$ cat config.mk
export PLATFORM = sky130hd
export DESIGN_NAME = ppc_pin_config
export DESIGN_NICKNAME = d
export VERILOG_FILES = /design/src/verilog/ppc_pin_config.v /design/src/verilog/ppc_pin_sampler.v
export VERILOG_INCLUDE_DIRS = /design/src /design/src/verilog
export SDC_FILE = /design/constraint.sdc
export NUM_CORES = 1
export LEC_CHECK = 0
export BUFFER_PORTS_ARGS = -buffer_cell sky130_fd_sc_hd__buf_2
export CAP_MARGIN = 5
export CORE_ASPECT_RATIO = 2
export CORE_MARGIN = 5
export CORE_UTILIZATION = 35
export DETAILED_ROUTE_END_ITERATION = 10
export HOLD_SLACK_MARGIN = 0.02
export SLEW_MARGIN = 20
export SYNTH_ARGS = -nofsm -noshare
export SYNTH_HDL_FRONTEND = slang
export SYNTH_HIERARCHICAL = 1
export SYNTH_SLANG_ARGS = --single-unit
$ cat constraint.sdc
create_clock -name pclk -period 1.6 [get_ports pclk]
set_input_delay 0.08 -clock pclk [delete_from_list [all_inputs] [get_ports pclk]]
set_output_delay 0.08 -clock pclk [all_outputs]
set_load 0.02 [all_outputs]
$ cat src/verilog/ppc_defines.vh
// Purpose: Constants for the pin configuration block
// Assumes: APB byte address is four times the register index
// Notes:   Definitions only
`ifndef PPC_DEFINES_VH
`define PPC_DEFINES_VH

// ------------------------------------------------
// Sizes
// ------------------------------------------------
`define PPC_NPINS       5
`define PPC_CFG_W       4
`define PPC_IDX_W       6

// ------------------------------------------------
// Register indices
// ------------------------------------------------
`define PPC_IDX_PIN23   6'h13
`define PPC_IDX_PIN30   6'h14
`define PPC_IDX_PIN31   6'h15
`define PPC_IDX_PIN32   6'h16
`define PPC_IDX_PIN33   6'h17
`define PPC_IDX_STATUS  6'h20
`define PPC_IDX_MASK    6'h21
`define PPC_IDX_LEVEL   6'h22

// ------------------------------------------------
// Config fields and pin 3.3 index
// ------------------------------------------------
`define PPC_BIT_MODE    0
`define PPC_BIT_DIR     1
`define PPC_BIT_FSEL    2
`define PPC_BIT_IE      3
`define PPC_PIN33       4

// ------------------------------------------------
// Reset values
// ------------------------------------------------
`define PPC_CFG_RST     4'h0
`define PPC_STAT_RST    5'h00
`define PPC_MASK_RST    5'h00
`define PPC_OUT_RST     5'h00

// ------------------------------------------------
// Timing
// ------------------------------------------------
`define PPC_SLOW_HZ     64

`endif

$ cat src/verilog/ppc_pin_config.v
// Purpose: Per-pin configuration for pins 2.3 and 3.0 to 3.3
// Assumes: APB slave, pins synchronous to pclk
// Notes:   Config registers are write-only and read as zero
//
// The implementer's own choice: register access over APB.
`timescale 1ns/1ps
`default_nettype none
`include "ppc_defines.vh"

module ppc_pin_config
(
    input  wire        pclk,
    input  wire        presetn,
    input  wire        psel,
    input  wire        penable,
    input  wire        pwrite,
    input  wire [7:0]  paddr,
    input  wire [31:0] pwdata,
    output reg  [31:0] prdata,
    output reg         pready,
    output reg         pslverr,
    input  wire        tick_64hz,
    input  wire [4:0]  port_data,
    input  wire        port_data_load,
    input  wire [4:0]  pad_in,
    output reg  [4:0]  pad_out,
    output reg  [4:0]  pad_oe_n,
    output reg  [4:0]  pull_en,
    output reg  [4:0]  ext_irq_level,
    output reg  [4:0]  sample_sel,
    output reg         serial_rx_sel,
    output reg         serial_rx_data,
    output reg         irq
);

    // ------------------------------------------------
    // Address decode
    // ------------------------------------------------
    function [4:0] cfg_hit;
        input [7:0] a;
        begin
            cfg_hit = 5'h00;
            if (a[1:0] == 2'b00)
            begin
                case (a[7:2])
                    `PPC_IDX_PIN23: cfg_hit = 5'h01;
                    `PPC_IDX_PIN30: cfg_hit = 5'h02;
                    `PPC_IDX_PIN31: cfg_hit = 5'h04;
                    `PPC_IDX_PIN32: cfg_hit = 5'h08;
                    `PPC_IDX_PIN33: cfg_hit = 5'h10;
                    default:        cfg_hit = 5'h00;
                endcase
            end
        end
    endfunction

    function own_hit;
        input [7:0] a;
        input [5:0] idx;
        begin
            own_hit = (a == {idx, 2'b00});
        end
    endfunction

    // ------------------------------------------------
    // Bus phases
    // ------------------------------------------------
    wire       access;
    wire       done;
    wire       wr_done;
    wire [4:0] cfg_sel;
    wire       stat_sel;
    wire       mask_sel;
    wire       lvl_sel;
    wire       mapped;

    assign access   = psel & penable;
    assign done     = access & pready;
    assign wr_done  = done & pwrite;
    assign cfg_sel  = cfg_hit(paddr);
    assign stat_sel = own_hit(paddr, `PPC_IDX_STATUS);
    assign mask_sel = own_hit(paddr, `PPC_IDX_MASK);
    assign lvl_sel  = own_hit(paddr, `PPC_IDX_LEVEL);
    assign mapped   = (|cfg_sel) | stat_sel | mask_sel | lvl_sel;

    // ------------------------------------------------
    // Config storage
    // ------------------------------------------------
    reg [3:0] cfg_q [0:`PPC_NPINS-1];
    integer   k;

    always @(posedge pclk or negedge presetn)
    begin
        if (!presetn)
        begin
            for (k = 0; k < `PPC_NPINS; k = k + 1)
            begin
                cfg_q[k] <= `PPC_CFG_RST;
            end
        end
        else
        begin
            for (k = 0; k < `PPC_NPINS; k = k + 1)
            begin
                if (wr_done && cfg_sel[k])
                begin
                    cfg_q[k] <= pwdata[3:0];
                end
            end
        end
    end

    // ------------------------------------------------
    // Per-pin decode
    // ------------------------------------------------
    wire [4:0] f_ie;
    wire [4:0] f_fsel;
    wire [4:0] f_dir;
    wire [4:0] f_mode;
    wire [4:0] eff_dir;
    wire [4:0] clk_pick;
    wire [4:0] lvl_w;
    wire [4:0] ev_w;
    wire       rx_sel_on;

    assign rx_sel_on = f_fsel[`PPC_PIN33];

    genvar i;
    generate
        for (i = 0; i < `PPC_NPINS; i = i + 1)
        begin : g_pin
            assign f_ie[i]   = cfg_q[i][`PPC_BIT_IE];
            assign f_fsel[i] = cfg_q[i][`PPC_BIT_FSEL];
            assign f_dir[i]  = cfg_q[i][`PPC_BIT_DIR];
            assign f_mode[i] = cfg_q[i][`PPC_BIT_MODE];

            if (i == `PPC_PIN33)
            begin : g_p33
                assign eff_dir[i]  = f_dir[i] & ~rx_sel_on;
                assign clk_pick[i] = 1'b0;
            end
            else
            begin : g_norm
                assign eff_dir[i]  = f_dir[i];
                assign clk_pick[i] = f_fsel[i];
            end

            ppc_pin_sampler u_smp
            (
                .pclk      (pclk),
                .presetn   (presetn),
                .pad_in    (pad_in[i]),
                .tick_64hz (tick_64hz),
                .clk_sel   (clk_pick[i]),
                .irq_en    (f_ie[i]),
                .level_q   (lvl_w[i]),
                .event_q   (ev_w[i])
            );
        end
    endgenerate

    // ------------------------------------------------
    // Port data latch
    // ------------------------------------------------
    reg [4:0] dout_q;

    always @(posedge pclk or negedge presetn)
    begin
        if (!presetn)
        begin
            dout_q <= `PPC_OUT_RST;
        end
        else if (port_data_load)
        begin
            dout_q <= port_data;
        end
    end

    // ------------------------------------------------
    // Pad control
    // ------------------------------------------------
    wire [4:0] drive_d;
    wire [4:0] pull_d;

    // Open drain never drives high
    assign drive_d = eff_dir & (~f_mode | ~dout_q);
    assign pull_d  = ~eff_dir & ~f_mode;

    always @(posedge pclk or negedge presetn)
    begin
        if (!presetn)
        begin
            pad_out        <= `PPC_OUT_RST;
            pad_oe_n       <= 5'h1f;
            pull_en        <= 5'h1f;
        end
        else
        begin
            pad_out        <= dout_q;
            pad_oe_n       <= ~drive_d;
            pull_en        <= pull_d;
        end
    end

    // ------------------------------------------------
    // Sampling and serial outputs
    // ------------------------------------------------
    always @(posedge pclk or negedge presetn)
    begin
        if (!presetn)
        begin
            ext_irq_level  <= 5'h00;
            sample_sel     <= 5'h00;
            serial_rx_sel  <= 1'b0;
            serial_rx_data <= 1'b1;
        end
        else
        begin
            ext_irq_level  <= lvl_w;
            sample_sel     <= clk_pick;
            serial_rx_sel  <= rx_sel_on;
            // Idle high while pin 3.3 is a plain port pin
            serial_rx_data <= rx_sel_on ? pad_in[`PPC_PIN33] : 1'b1;
        end
    end

    // ------------------------------------------------
    // Interrupt status and mask
    // ------------------------------------------------
    reg  [4:0] stat_q;
    reg  [4:0] mask_q;
    wire [4:0] w1c;
    wire [4:0] stat_d;

    assign w1c    = (wr_done && stat_sel) ? pwdata[4:0] : 5'h00;
    // A new event wins over a clear in the same cycle
    assign stat_d = (stat_q & ~w1c) | ev_w;

    always @(posedge pclk or negedge presetn)
    begin
        if (!presetn)
        begin
            stat_q <= `PPC_STAT_RST;
        end
        else
        begin
            stat_q <= stat_d;
        end
    end

    always @(posedge pclk or negedge presetn)
    begin
        if (!presetn)
        begin
            mask_q <= `PPC_MASK_RST;
        end
        else if (wr_done && mask_sel)
        begin
            mask_q <= pwdata[4:0];
        end
    end

    always @(posedge pclk or negedge presetn)
    begin
        if (!presetn)
        begin
            irq <= 1'b0;
        end
        else
        begin
            irq <= |(stat_q & mask_q);
        end
    end

    // ------------------------------------------------
    // Read data and response
    // ------------------------------------------------
    reg [31:0] rd_d;

    always @*
    begin
        rd_d = 32'h0000_0000;
        if (stat_sel)
        begin
            rd_d = {27'h0000000, stat_q};
        end
        else if (mask_sel)
        begin
            rd_d = {27'h0000000, mask_q};
        end
        else if (lvl_sel)
        begin
            rd_d = {27'h0000000, ext_irq_level};
        end
        else
        begin
            // Config registers hold nothing readable
            rd_d = 32'h0000_0000;
        end
    end

    always @(posedge pclk or negedge presetn)
    begin
        if (!presetn)
        begin
            pready <= 1'b0;
        end
        else
        begin
            // One wait state, answer on the second access cycle
            pready <= access & ~pready;
        end
    end

    always @(posedge pclk or negedge presetn)
    begin
        if (!presetn)
        begin
            prdata  <= 32'h0000_0000;
            pslverr <= 1'b0;
        end
        else if (access && !pready)
        begin
            prdata  <= pwrite ? 32'h0000_0000 : rd_d;
            pslverr <= ~mapped;
        end
        else
        begin
            prdata  <= 32'h0000_0000;
            pslverr <= 1'b0;
        end
    end

endmodule

`default_nettype wire

$ cat src/verilog/ppc_pin_sampler.v
// Purpose: Samples one pin for external interrupt detection
// Assumes: tick_64hz is a one-cycle pulse at the slow rate
// Notes:   Event pulses when the gated level changes
`timescale 1ns/1ps
`default_nettype none

module ppc_pin_sampler
(
    input  wire pclk,
    input  wire presetn,
    input  wire pad_in,
    input  wire tick_64hz,
    input  wire clk_sel,
    input  wire irq_en,
    output reg  level_q,
    output reg  event_q
);

    // ------------------------------------------------
    // Sampling
    // ------------------------------------------------
    reg  sample_q;
    wire take;
    wire level_d;

    assign take    = clk_sel | tick_64hz;
    assign level_d = irq_en & sample_q;

    always @(posedge pclk or negedge presetn)
    begin
        if (!presetn)
        begin
            sample_q <= 1'b0;
            level_q  <= 1'b0;
            event_q  <= 1'b0;
        end
        else
        begin
            if (take)
            begin
                sample_q <= pad_in;
            end
            level_q <= level_d;
            event_q <= level_d ^ level_q;
        end
    end

endmodule

`default_nettype wire

* After elaboration in Yosys (flattened, before gate mapping)
Cells that the tools add are included.
** Storage, ports and cells
- Word-level logic and storage cells :: 100
- Register bits :: 111
- Output and inout port bits :: 62
- Input bits :: 57
** Cells by class
- Reduce and logical (&&, ||, !) cells :: 12
- Bitwise operators :: 36
- Muxes and demuxes :: 10
- Equality and inequality tests :: 8
** Operators with widths (count)
- 2-to-1 mux 32 bit :: 2
- equality test 6 x 5 -> 1 bit (second input constant) :: 5
- 2-to-1 mux 5 bit :: 5
- NOT 5 bit :: 5
- one-hot mux 5 bit (5 select lines) :: 1
- equality test 8 bit (second input constant) :: 3
- AND 5 bit :: 4
- AND 1 bit :: 10
- OR 5 bit :: 2
- OR reduction 5 bit :: 2
- logical AND 1 bit :: 8
- OR 1 bit :: 7
- bitwise XOR 1 bit :: 5
- NOT 1 bit :: 3
- logical NOT 2 bit :: 1
- 2-to-1 mux 1 bit :: 2
- logical NOT 1 bit :: 1

* Depth between registers and ports, before layout
- Depth in word-level cells :: 9
- Mapped depth :: 4
- Depth with buffers taken out :: 3

* Hierarchy
The synthesis kept the hierarchy.
** Modules (own cells, without submodules)
- ppc_pin_config :: times used 1, seq. area each 1740.4 µm², cells an instance 212, area each 2819.0 µm²
- ppc_pin_sampler :: times used 5, seq. area each 75.1 µm², cells an instance 7, area each 106.4 µm²

* Worst setup path after synthesis
OpenSTA, ideal clock, no wires.
- Kind :: register to register
- From :: register pready
- To :: register cfg_q[4] in the netlist's numbering
- Clock period less this slack :: 1.406 ns
- Path slack :: 0.194 ns
- Data arrival time :: 1.281 ns
- Required time :: 1.475 ns
- Path buffers :: 1
- Library setup time :: 0.125 ns
- Cell stages (with the launch flop) :: 5
- Cells stage by stage :: dfrtp_1 and4_1 clkbuf_2 nand4_1 mux2_2
** Between the ends
- Cells in the longest elaborated chain, start to end :: 3
** RTL lines
- from (decl) :: line ppc_pin_config.v:20 : output reg pready,
- from (signal assigned) :: line ppc_pin_config.v:311 : pready <= access & ~pready;
- AND 1 bit :: line ppc_pin_config.v:78 : assign done = access & pready;
- AND 1 bit :: line ppc_pin_config.v:79 : assign wr_done = done & pwrite;
- logical AND 1 bit :: line ppc_pin_config.v:105 : if (wr_done && cfg_sel[k])
- to (signal, indexed assignment) :: line ppc_pin_config.v:98 : cfg_q[k] <= `PPC_CFG_RST;
- to (signal, indexed assignment) :: line ppc_pin_config.v:107 : cfg_q[k] <= pwdata[3:0];
- to (decl) :: line ppc_pin_config.v:89 : reg [3:0] cfg_q [0:`PPC_NPINS-1];
No other way between the ends.
A chain may end at the register's enable or synchronous reset.

* Worst setup path after layout
- From :: register pready
- To :: register cfg_q[3] in the netlist's numbering
The elaborated chain is that of the path after synthesis.

==> results.py <==
metrics = {
    "synthesis": {
        "ys_seq_area_share_pct": 63.14,
        "synth.avg_cell_area_um2": 13.57,
        "synth_top_family_by_area": "simple AND/OR/NAND/NOR gates",
        "syn_area_um2": 3351,
        "yosysTopAreaCellShare_pct": 54.52,
        "yosys-top-cells-area": "dfrtp_1 (55%), mux2_2 (10%), dfstp_2 (8.6%)",
        "synth_edf_count": 0,
        "synth_compound_area_share_pct": 3.249,
        "synth_cell_types": 34,
        "synthXorXnorAreaFrac_pct": 1.307,
        "synth-seq-cells": 84,
        "yosysWarnings": 6,
        "synth-simple-area-share_pct": 13.11,
        "synth_fa_ha_area_share_pct": 0,
        "netlist_instances": 247,
        "yosys.area.top_type": "dfrtp_1",
        "synth_flop_cell": "dfrtp_1",
        "synthArstFlopShare_pct": 100.0,
        "synth_mux_area_share_pct": 11.76,
    },
    "placed_design": {
        "pre_cts_ws_ns": 0.1615,
        "placed_area_um2": 3712,
        "place_inst": 414,
        "port_buffers": 63,
        "dp_hpwl_um": 5067,
        "place_congestion": 0.7581,
    },
    "timing": {
        "hold_viol": 0,
        "fmax_mhz": 702.5,
        "setup_viol": 0,
        "rsz0062_at_grt": "no",
        "skew_ns": 0.004292,
        "fin_ws_ns": 0.1764,
        "setup-tns-final_ns": 0,
        "hold_ws_ns": 0.05084,
        "period_needed_ns": 1.424,
        "finalCritPeriodShare_pct": 88.97,
        "finalMaxSlewViolations": 0,
    },
    "final_layout": {
        "nFillCells": 886,
        "drive_above_1_share_pct": 38.87,
        "nNetsFinal": 390,
        "area_delta_synth_final_pct": 22.89,
        "final_util_pct": 43.88,
        "fin_area_um2": 4118,
        "diodes": 0,
        "finalNonFillerCells": 441,
    },
    "drt": {
        "drc": 0,
        "drt_pass1_iterations": 6,
        "routedWlPerCell_um": 15.59,
        "ant_nets": 0,
        "drt_wl_total_um": 6875,
        "vias": 2066,
        "vias_per_cell": 4.685,
        "drt-initial-drc-count": 75,
    },
    "clock_tree": {
        "insertion_delay_ns": 0.33,
        "cts.sinks": 84,
        "postCtsSetupBuffers": 0,
        "path_clk_slew_ns": 0.06,
        "cts_buffers": 9,
        "clk_path_buf_depth": 2,
        "cts_tree": "built",
        "cts_max_level": 3,
        "root_buffer": "clkbuf_16",
    },
    "worst_setup_path": {
        "cp.required_ns": 1.81,
        "startpoint": "pready",
        "r2r_setup_slack_ns": 0.18,
        "critPathKind": "reg -> reg",
        "reg2reg_to": "cfg_q[3]",
        "cp-start-kind": "flip-flop",
        "crit_path_end_kind": "flip-flop",
        "cp_max_fo": 7,
        "cp.arrival_ns": 1.64,
        "r2r_cells": 3,
        "critPathCapture": "cfg_q[3]",
        "reg2reg_from": "pready",
    },
    "die": {
        "core_area_um2": 9384,
        "die_area_um2": 11750,
        "rows": 50,
        "ios": 119,
        "initial_core_util_pct": 35.71,
        "die_w_um": 79.19,
        "die_y_um": 148.4,
    },
    "global_routing": {
        "grt_pass1_vias": 2157,
        "grt.overflow.total": 0,
        "antenna_found_initial": 0,
        "grt_max_degree": 85,
        "track_usage_pct": 12.65,
        "grt_pass1_wl_um": 11150,
    },
    "pwr": {
        "ir_drop_mv": 0.6880,
        "power_mw": 4.503,
        "p_per_area_nw_per_um2": 1094,
        "leakage_nw": 2.043,
    },
    "run": {
        "drv_cap": 0,
    },
    "min_path": {
        "hold_path.class": "in -> reg",
    },
    "outcome": {
        "status": "finished, final reports clean",
    },
}
cells in the mapped netlist, types with 2 or more instances:
library cell and instances:
a2111oi_0 5, a31oi_1 6, and2_2 5, and3b_1 2, and4bb_2 2, buf_4 29
dfrtp_1 73, dfstp_2 11, inv_1 5, mux2_1 5, mux2_2 30, nand2_1 13
nand2b_1 6, nand3_1 3, nand4_1 2, nor2_1 21, nor2b_1 6, nor3_1 2
nor4b_2 2, xor2_1 5
worst min-delay path by stage:
stage	depth (start not counted)	startpoint	end
CTS	2	pwdata[3]	stat_q[3]
global placement	2	presetn	pad_out[3]
finish	2	pwdata[3]	stat_q[3]
global route	2	pwdata[3]	stat_q[3]
floorplan	0	presetn	cfg_q[0]
detailed placement	2	presetn	pad_out[3]
repair_timing:
action                    in CTS  in global routing
hold buffers                  12                  0
hold endpoints to repair      86                  0
gates resized for setup        0                  0
registers in the layout, indices dropped and copies added, names as in the netlist, 5 cells and up:
signal,cells
g_pin.u_smp/event_q,5
cfg_q,20
mask_q,5
g_pin.u_smp/level_q,5
stat_q,5
g_pin.u_smp/sample_q,5
pad_oe_n,5
pad_out,5
dout_q,5
prdata,5
pull_en,5
ext_irq_level,5
layout make-up:
type                       instances  area (um^2)  area share, %
clock buffer                      13        250.2          6.077
clock inverter                     2        35.03         0.8508
multi-input combinational        155         1095          26.59
inverter                           5        18.77         0.4558
tap                              104        130.1          3.160
timing repair buffer              78        473.0          11.49
sequential                        84         2116          51.38
where the power goes:
group          internal (mW)  switching, mW
registers               2.17         0.0214
clock network           1.24          0.759
logic                  0.106          0.202
cell usage in the layout (no fill, tap or decap), types with 2 or more instances in the layout:
cell type,count
a2111oi_0,5
a31oi_1,6
and2_2,5
and3b_1,2
and4bb_2,2
buf_2,62
buf_4,3
clkbuf_1,3
clkbuf_16,9
conb_1,29
dfrtp_1,73
dfstp_2,11
dlygate4sd3_1,12
inv_1,5
mux2_1,5
mux2_2,30
nand2_1,13
nand2b_1,6
nand3_1,3
nand4_1,2
nor2_1,21
nor2b_1,6
nor3_1,2
nor4b_2,2
xor2_1,5
metal layers:
metal  GRT usage, %  vias to the layer above  part of all wire [%]
li1               -                      962                     -
met1          13.60                     1014                    37
met2          22.26                       76                    54
met3          2.606                       14                   5.6
met4          7.659                        0                   3.1
met5              0                        -                     0
cell families after synthesis:
group	after synthesis
AO/OA/AOI/OAI	14
XOR/XNOR	5
buffers and inverters	36
flip-flops	84
multiplexers	35
other	1
AND/OR/NAND/NOR	72
worst max-delay path: stages (launching register included):
cell and delay, ns:
dfrtp_1 0.34, and4_1 0.34, nand4_1 0.28, mux2_2 0.34
No activity file was read; power rests on OpenSTA's default activity.
